$ cat src/ciod_map.svh
/*
  Holds the opcode-map constants of the instruction fetch and decode front end.
  Assumes it is included by bare name from the package and the decoder module.
*/
`ifndef CIOD_MAP_SVH
`define CIOD_MAP_SVH
`define CIOD_PC_RESET      16'h0000
`define CIOD_RAM_TOP       8'h7f
`define CIOD_IND_MASK      8'hfe
`define CIOD_IND_CODE      8'h06
`define CIOD_LJMP          8'h02
`define CIOD_LCALL         8'h12
`define CIOD_MOV_DPTR      8'h90
`define CIOD_SJMP          8'h80
`define CIOD_JMP_INDIRECT  8'h73
`define CIOD_CJNE_LO       8'hb4
`define CIOD_CJNE_HI       8'hbf
`define CIOD_DJNZ_R_LO     8'hd8
`define CIOD_DJNZ_R_HI     8'hdf
`define CIOD_DJNZ_DIR      8'hd5
`define CIOD_MOV_DIR_DIR   8'h85
`define CIOD_MOV_DIR_IMM   8'h75
`define CIOD_LO_NIB_MASK   8'h0f
`define CIOD_AJMP_MASK     8'h1f
`define CIOD_AJMP_CODE     8'h01
`define CIOD_PAGE_LO       11
`endif

$ cat src/ciod_pkg.sv
/*
  Holds the types of the instruction fetch and decode front end.
  Assumes the map header sits in the same folder.
*/
`include "ciod_map.svh"
package ciod_pkg;
  typedef enum logic [3:0] {
    CIOD_S_OPCODE = 4'b0001,
    CIOD_S_OPND1  = 4'b0010,
    CIOD_S_OPND2  = 4'b0100,
    CIOD_S_DONE   = 4'b1000
  } ciod_state_type;

  typedef enum logic [3:0] {
    CIOD_MODE_NONE     = 4'h0,
    CIOD_MODE_BANK     = 4'h1,
    CIOD_MODE_DIRECT   = 4'h2,
    CIOD_MODE_INDIRECT = 4'h3,
    CIOD_MODE_IMM8     = 4'h4,
    CIOD_MODE_IMM16    = 4'h5,
    CIOD_MODE_LONG     = 4'h6,
    CIOD_MODE_PAGE     = 4'h7,
    CIOD_MODE_REL      = 4'h8,
    CIOD_MODE_BIT      = 4'h9
  } ciod_mode_type;

  typedef struct packed {
    logic [7:0]    opcode;
    logic [1:0]    length;
    ciod_mode_type mode;
    logic [2:0]    bank_register_operand;
    logic          indirect_pointer_operand;
    logic          direct_is_sfr;
    logic [7:0]    direct_address;
    logic [7:0]    bit_address;
    logic [15:0]   word_immediate;
    logic [15:0]   target;
  } ciod_decode_type;
endpackage : ciod_pkg

$ cat src/ciod_decoder.sv
/*
  Holds the instruction fetch and decode front end: it pulls an opcode and its
  operand bytes from program memory and resolves the addressing form.
  Assumes program memory answers a read request with data one cycle later and
  that the core pulses NEXT once it has taken a decoded instruction.
*/
//
// Contract
// - The first byte of every instruction is one 8-bit opcode that is the full operation code.
// - The opcode is read from program memory before decoding begins.
// - Decoding yields the operation and whether further operand bytes follow.
// - Exactly one, two or three bytes are fetched as the opcode requires.
// - A bank register operand picks one of eight registers of the selected bank.
// - A direct address below 128 is internal RAM, 128 and up is SFR space.
// - An indirect operand uses working register zero or one as a RAM address.
// - Immediates come from the instruction bytes, one byte or two bytes.
// - Long call and jump take a full 16-bit target.
// - Absolute call and jump replace the low 11 bits within the page of the next byte; the code does this for absolute jump only.
// - Relative branches add a signed 8-bit offset to the next instruction address.
// - A bit operand is a direct bit address in RAM or SFR space.
`timescale 1ns/1ps
`include "ciod_map.svh"
module ciod_decoder
  import ciod_pkg::*;
#(
  parameter int ADDR_W = 16
) (
  input  wire logic                CLK,        // 50 MHz clock
  input  wire logic                NRST,       // Asynchronous reset, active low
  output      logic                MEM_RD,     // Program memory read request
  output      logic [ADDR_W-1:0]   MEM_ADDR,   // Program memory byte address
  input  wire logic [7:0]          MEM_DATA,   // Byte returned one cycle after request
  input  wire logic                NEXT,       // Core took the decoded instruction
  output      logic                VALID,      // Decoded instruction held
  output      ciod_decode_type     DECODE,     // Decoded fields
  output      logic [ADDR_W-1:0]   NEXT_PC     // Address of the following instruction
);

  ciod_state_type        state_reg, state_next;
  logic [ADDR_W-1:0]     pc_reg;
  logic                  wait_reg;
  logic [7:0]            op_reg;
  logic [7:0]            b1_reg;
  logic [1:0]            len_reg;

  // Opcode length in bytes
  function automatic logic [1:0] op_length(input logic [7:0] op);
    logic [3:0] lo;
    lo = op[3:0];
    if (op == `CIOD_LJMP || op == `CIOD_LCALL || op == `CIOD_MOV_DPTR ||
        op == `CIOD_MOV_DIR_DIR || op == `CIOD_MOV_DIR_IMM ||
        op == `CIOD_DJNZ_DIR ||
        (op >= `CIOD_CJNE_LO && op <= `CIOD_CJNE_HI))
      return 2'd3;
    if ((op & `CIOD_AJMP_MASK) == `CIOD_AJMP_CODE)
      return 2'd2;
    if (op[7:4] <= 4'h3 && lo == 4'h0)
      return (op[7:4] == 4'h0) ? 2'd1 : 2'd3;
    if (op[7:4] >= 4'h4 && op[7:4] <= 4'h7 && (lo == 4'h2 || lo == 4'h3))
      return (lo == 4'h3) ? 2'd3 : 2'd2;
    if (op[7:4] >= 4'h4 && op[7:4] <= 4'h7 && lo == 4'h0)
      return 2'd2;
    if (op == `CIOD_JMP_INDIRECT)
      return 2'd1;
    if (op[7:4] >= 4'h8 && op[7:4] <= 4'hd && lo == 4'h2)
      return 2'd2;
    if (op == 8'hc0 || op == 8'hd0 || op == 8'hc2 || op == 8'hd2 ||
        op == 8'hb2 || op == 8'hc5 || op == 8'hb0 || op == 8'ha0 ||
        op == 8'h80 || op == 8'h90)
      return 2'd2;
    if (op[7:4] >= 4'h8 && op[7:4] <= 4'hb && lo == 4'h0)
      return 2'd2;
    if (lo == 4'h4 && op[7:4] >= 4'h2 && op[7:4] <= 4'h9 && op[7:4] != 4'h8)
      return 2'd2;
    if (lo == 4'h5 && op[7:4] != 4'h8)
      return 2'd2;
    if (op[7:4] == 4'h7 && op[3])
      return 2'd2;
    if (op[7:4] == 4'h7 && lo >= 4'h6)
      return 2'd2;
    if (op[7:4] == 4'h8 && lo >= 4'h6)
      return 2'd2;
    if (op[7:4] == 4'ha && lo >= 4'h6)
      return 2'd2;
    if ((op[7:4] == 4'hd) && op[3])
      return 2'd2;
    return 2'd1;
  endfunction : op_length

  // Addressing form of the opcode
  function automatic ciod_mode_type op_mode(input logic [7:0] op);
    if (op == `CIOD_LJMP || op == `CIOD_LCALL)
      return CIOD_MODE_LONG;
    if ((op & `CIOD_AJMP_MASK) == `CIOD_AJMP_CODE)
      return CIOD_MODE_PAGE;
    if (op == `CIOD_MOV_DPTR)
      return CIOD_MODE_IMM16;
    if (op == `CIOD_SJMP || (op[3:0] == 4'h0 && op[7:4] >= 4'h4 && op[7:4] <= 4'h7) ||
        (op >= `CIOD_DJNZ_R_LO && op <= `CIOD_DJNZ_R_HI))
      return CIOD_MODE_REL;
    if ((op >= `CIOD_CJNE_LO && op <= `CIOD_CJNE_HI) || op == `CIOD_DJNZ_DIR)
      return CIOD_MODE_REL;
    if ((op[3:0] == 4'h0 && op[7:4] <= 4'h3 && op != 8'h00) ||
        op == 8'h82 || op == 8'h92 || op == 8'ha2 || op == 8'hb2 ||
        op == 8'hc2 || op == 8'hd2 || op == 8'h72 || op == 8'ha0 || op == 8'hb0)
      return CIOD_MODE_BIT;
    if (op[3])
      return CIOD_MODE_BANK;
    if ((op & `CIOD_IND_MASK) == `CIOD_IND_CODE ||
        (op[3:1] == 3'b011 && op[7:4] >= 4'h0))
      return CIOD_MODE_INDIRECT;
    if (op[3:0] == 4'h4 && op[7:4] >= 4'h2 && op[7:4] <= 4'h9)
      return CIOD_MODE_IMM8;
    if (op[3:0] == 4'h5)
      return CIOD_MODE_DIRECT;
    return CIOD_MODE_NONE;
  endfunction : op_mode

  logic [ADDR_W-1:0] rel_target;
  logic [ADDR_W-1:0] page_target;
  logic [7:0]        last_byte;

  logic [ADDR_W-1:0] after_pc;

  // The last operand byte is on the bus in the cycle that finishes the fetch
  assign last_byte   = MEM_DATA;
  assign after_pc    = ADDR_W'(pc_reg + ADDR_W'(1));
  assign rel_target  = ADDR_W'(after_pc +
                       {{(ADDR_W-8){last_byte[7]}}, last_byte});
  // Page bits come from the address after the instruction, not the operand byte
  assign page_target = {after_pc[ADDR_W-1:`CIOD_PAGE_LO], op_reg[7:5], last_byte};

  always_comb begin
    state_next = state_reg;
    case (state_reg)
      CIOD_S_OPCODE: if (wait_reg) state_next = (op_length(MEM_DATA) == 2'd1) ?
                                   CIOD_S_DONE : CIOD_S_OPND1;
      CIOD_S_OPND1:  if (wait_reg) state_next = (len_reg == 2'd3) ? CIOD_S_OPND2 : CIOD_S_DONE;
      CIOD_S_OPND2:  if (wait_reg) state_next = CIOD_S_DONE;
      CIOD_S_DONE:   if (NEXT) state_next = CIOD_S_OPCODE;
      default:       state_next = CIOD_S_OPCODE;
    endcase
  end

  always_ff @(posedge CLK or negedge NRST) begin
    if (!NRST) state_reg <= CIOD_S_OPCODE;
    else       state_reg <= state_next;
  end

  // Request then wait one cycle for each byte
  always_ff @(posedge CLK or negedge NRST) begin
    if (!NRST) begin
      wait_reg <= 1'b0;
      MEM_RD   <= 1'b0;
      MEM_ADDR <= '0;
      pc_reg   <= `CIOD_PC_RESET;
    end else if (state_reg != CIOD_S_DONE && !wait_reg && !MEM_RD) begin
      MEM_RD   <= 1'b1;
      MEM_ADDR <= pc_reg;
    end else if (MEM_RD) begin
      MEM_RD   <= 1'b0;
      wait_reg <= 1'b1;
    end else if (wait_reg) begin
      wait_reg <= 1'b0;
      if (state_next != CIOD_S_DONE || state_reg != CIOD_S_DONE)
        pc_reg <= ADDR_W'(pc_reg + ADDR_W'(1));
    end
  end

  always_ff @(posedge CLK or negedge NRST) begin
    if (!NRST) begin
      op_reg  <= 8'h00;
      b1_reg  <= 8'h00;
      len_reg <= 2'd1;
    end else if (wait_reg && state_reg == CIOD_S_OPCODE) begin
      op_reg  <= MEM_DATA;
      len_reg <= op_length(MEM_DATA);
    end else if (wait_reg && state_reg == CIOD_S_OPND1) begin
      b1_reg  <= MEM_DATA;
    end
  end

  always_ff @(posedge CLK or negedge NRST) begin
    if (!NRST) begin
      VALID   <= 1'b0;
      DECODE  <= '0;
      NEXT_PC <= `CIOD_PC_RESET;
    end else if (state_reg == CIOD_S_DONE) begin
      if (NEXT) VALID <= 1'b0;
    end else if (wait_reg && state_next == CIOD_S_DONE) begin
      VALID                           <= 1'b1;
      NEXT_PC                         <= ADDR_W'(pc_reg + ADDR_W'(1));
      DECODE.opcode                   <= (state_reg == CIOD_S_OPCODE) ? MEM_DATA : op_reg;
      DECODE.length                   <= (state_reg == CIOD_S_OPCODE) ? 2'd1 : len_reg;
      DECODE.mode                     <= op_mode((state_reg == CIOD_S_OPCODE) ? MEM_DATA : op_reg);
      DECODE.bank_register_operand    <= ((state_reg == CIOD_S_OPCODE) ? MEM_DATA[2:0]
                                          : op_reg[2:0]);
      DECODE.indirect_pointer_operand <= ((state_reg == CIOD_S_OPCODE) ? MEM_DATA[0]
                                          : op_reg[0]);
      DECODE.direct_address           <= (state_reg == CIOD_S_OPCODE) ? 8'h00 :
                                         (state_reg == CIOD_S_OPND1) ? MEM_DATA : b1_reg;
      DECODE.direct_is_sfr            <= (state_reg != CIOD_S_OPCODE) &&
                                         (((state_reg == CIOD_S_OPND1) ? MEM_DATA : b1_reg)
                                          > `CIOD_RAM_TOP);
      DECODE.bit_address              <= (state_reg == CIOD_S_OPND1) ? MEM_DATA : b1_reg;
      DECODE.word_immediate           <= (state_reg == CIOD_S_OPND2) ? {b1_reg, MEM_DATA}
                                         : {8'h00, MEM_DATA};
      if (state_reg == CIOD_S_OPND2 &&
          (op_reg == `CIOD_LJMP || op_reg == `CIOD_LCALL))
        DECODE.target <= 16'({b1_reg, MEM_DATA});
      else if (state_reg == CIOD_S_OPND1 && (op_reg & `CIOD_AJMP_MASK) == `CIOD_AJMP_CODE)
        DECODE.target <= 16'(page_target);
      else if (op_mode(op_reg) == CIOD_MODE_REL && state_reg != CIOD_S_OPCODE)
        DECODE.target <= 16'(rel_target);
      else
        DECODE.target <= 16'h0000;
    end
  end

endmodule : ciod_decoder

$ cat config.mk
export PLATFORM = sky130hd
export DESIGN_NAME = ciod_decoder
export DESIGN_NICKNAME = d
export VERILOG_FILES = /design/src/ciod_pkg.sv /design/src/ciod_decoder.sv
export VERILOG_INCLUDE_DIRS = /design/src
export SDC_FILE = /design/constraint.sdc
export NUM_CORES = 1
export LEC_CHECK = 0
export ABC_CLOCK_PERIOD_IN_PS = 4200
export BUFFER_PORTS_ARGS = -buffer_cell sky130_fd_sc_hd__buf_2
export CAP_MARGIN = 0
export CORE_MARGIN = 5
export CORE_UTILIZATION = 53
export CTS_CLUSTER_SIZE = 10
export DETAILED_ROUTE_END_ITERATION = 8
export PLACE_DENSITY = 0.75
export SLEW_MARGIN = 20
export SYNTH_ARGS = -nofsm -noshare
export SYNTH_HDL_FRONTEND = slang
export SYNTH_SLANG_ARGS = --single-unit
$ cat constraint.sdc
create_clock -name CLK -period 4.2 [get_ports CLK]
set_clock_uncertainty 0.15 [all_clocks]
set_input_delay 0.21 -clock CLK [delete_from_list [all_inputs] [get_ports CLK]]
set_output_delay 0.21 -clock CLK [all_outputs]
set_load 0.02 [all_outputs]
==> reports/results.tsv <==
metric	value	unit
final worst path period share	85.55	%
FF-to-FF path depth	13	
Starting Density	53.41	%
Finished Layout Cells	1053	
WL final	18.97	mm
EDFF count, synth	0	
most frequent cell after synthesis	dfrtp_1	
Mapped Nets	795	
final net count	884	
final worst setup slack	0.6067	ns
Syn Std Cell Area	7675	um2
status	complete, no violations	
M2 GR Usage	35.94	%
worst hold slack	0.05199	ns
max reg flops	63	
leakage	4.165	nW
max_cap viols	0	
Mapped Cells	767	
initial antenna violation count	0	
Ys Warns	0	
CTS buffer count	17	
Placed Area	8240	um2
fillers	1190	
post-CTS setup buffers	0	
WL/cell	18.01	um
Worst Min Path Start	MEM_DATA[5]	
CTS tree	done	
RSZ-0062 raised after global routing	false	
IO Port Bufs	111	
routed via count	6095	
VDD IR-drop max	440.3	uV
Fmax	278.3	MHz
H-tree depth	4	
Setup violations, final	0	
first-pass GRT wire length	30.43	mm
# hold bufs at CTS	2	
clk buf depth	2	
Global Route Usage Sum	23.04	%
min Tclk post-route	3.593	ns
vias in the first global route	5929	
top-level I/O count	112	
Core Region	14370	um2
Final Max Tran Viols	0	
Worst Path Arrival	3.75	ns
synth top area cells	dfrtp_1 44%, mux2_4 7.6%, nand2_1 4.8%	
DR vias/cell	5.788	
crit start category	flip-flop	
final instance area	8876	um2
Placer Congestion	0.8964	
critical path startpoint	pc_reg[1]$_DFFE_PN0P_	
DP Cell Count	1019	
Worst Setup Path Type	flip-flop to flip-flop	
largest net degree at the start of global routing	105	
post-synth cell types	73	
worst slack at placement	0.6012	ns
post-route ant nets	0	
die height	130.3	um
GR Util met3	5.444	%
top cells by count, synth	134 x dfrtp_1, 98 x nand2_1, 64 x a21oi_1	
WHS Path Cells	3	
Reg-to-Reg Start	pc_reg[1]$_DFFE_PN0P_	
First-pass DRT Iterations	5	
dominant synthesized flop cell	dfrtp_1	
area grow syn2layout	15.65	%
clk slew on worst S/H paths	0.06	ns
CTS resizes	0	
Hold WC Path Type	input pin to flip-flop	
Crit. End Element	flip-flop	
Critical Path RT	4.36	ns
DIE WIDTH	130.3	um
DRC viols	0	
Mean Syn Cell Area	10.01	um2
total gr overflow	0	
CTS root buffer	clkbuf_16	
Die ar.	16990	um2
DPL Wire Length	13.25	mm
Skew-Pair Late Insertion Delay	0.43	ns
clk sinks	136	
FP Rows	44	
Power Density	810.9	nW/um2
slew at the pin closest to its max-slew limit	0.9609	ns
Worst slew margin	35.94	%
Yosys top cell area share	43.69	%
ANT cells	0	
post-synthesis sequential area ratio	44.38	%
M1 GR Usage	31.83	%
peak fanout along the critical path	5	
DRT iter0 DRCs	502	
Synth async-reset ratio	100.0	%
#FFs+latches synth	136	
setup TNS	0	ns
final hold viol count	0	
Yosys top cell by area	dfrtp_1	
share of cells above drive strength 1	25.20	%
Biggest register	DECODE	
layer with the highest usage	met2	
[cell usage in the layout (no fill, tap or decap), types with 17 or more instances in the layout]
cell,netlist,routed
a21oi_1,64,64
buf_2,11,110
clkbuf_16,0,17
dfrtp_1,134,134
inv_1,25,25
mux2_4,39,39
nand2_1,98,98
nor2_1,42,42
o21ai_0,53,53
xnor2_1,29,29
[logic make-up after synthesis]
kind of cell               count (synthesis)  synth area share (%)
DFF                                      136                 44.38
and+or+nand+nor                          226                 14.56
adders and majority gates                 17                 2.869
buffers and inverters                     85                 6.016
AOI/OAI and AO/OA                        205                 17.25
xor gates and xnor gates                  44                 5.200
muxes                                     54                 9.733
[metrics by stage]
| step | util (%) | power (mW) |
|---|---|---|
| after floorplan | - | 4.802 |
| after global placement | 57.35 | 5.592 |
| after detailed placement | 57.35 | 5.648 |
| after CTS | 61.77 | 7.231 |
| after global routing | 61.77 | 7.686 |
| final | 61.77 | 7.197 |
[worst paths after layout]
kind | slack (ns) | to
max in group asynchronous | 2.64 | DECODE[64]$_DFFE_PN0P_
min in group asynchronous | 0.29 | MEM_ADDR[0]$_DFFE_PN0P_
worst max register to register | 0.61 | DECODE[15]$_DFFE_PN0P_
worst max-delay path | 0.61 | DECODE[15]$_DFFE_PN0P_
worst min-delay path | 0.05 | DECODE[64]$_DFFE_PN0P_
worst min register to register | 0.33 | MEM_ADDR[7]$_DFFE_PN0P_
[worst max-delay path: stages (launching register included)]
cell and delay (ns):
dfrtp_1 0.40, ha_1 0.22, nand3_1 0.16, nor3_1 0.42, and4_1 0.30, nand2_1 0.08, xnor2_1 0.18, ha_1 0.21
nand2b_1 0.17, a2111oi_0 0.49, o31ai_1 0.19, xnor2_1 0.16, a221oi_1 0.24, o21ai_1 0.10
[final cells by class]
type,count,area (um2),share of cell area [%]
tap,184,230.2,2.594
multi-input combinational,546,3816,42.99
timing repair buffer,128,706.9,7.964
clock inverter,12,148.9,1.677
inverter,27,101.3,1.142
clock buffer,20,466.7,5.258
sequential,136,3406,38.37
[routing by layer]
layer | routed length, um | vias up
li1 | - | 2886
met1 | 8378 | 2978
met2 | 8918 | 204
met3 | 1320 | 27
met4 | 350 | 0
met5 | 0 | -
[power breakdown]
part           leakage (nW)  switching, mW  internal [mW]
Combinational          2.21           2.07           1.36
Clock                 0.306          0.576          0.977
Sequential             1.65          0.419           1.80
Total                  4.17           3.07           4.13
Power figures use the tool's default switching activity.
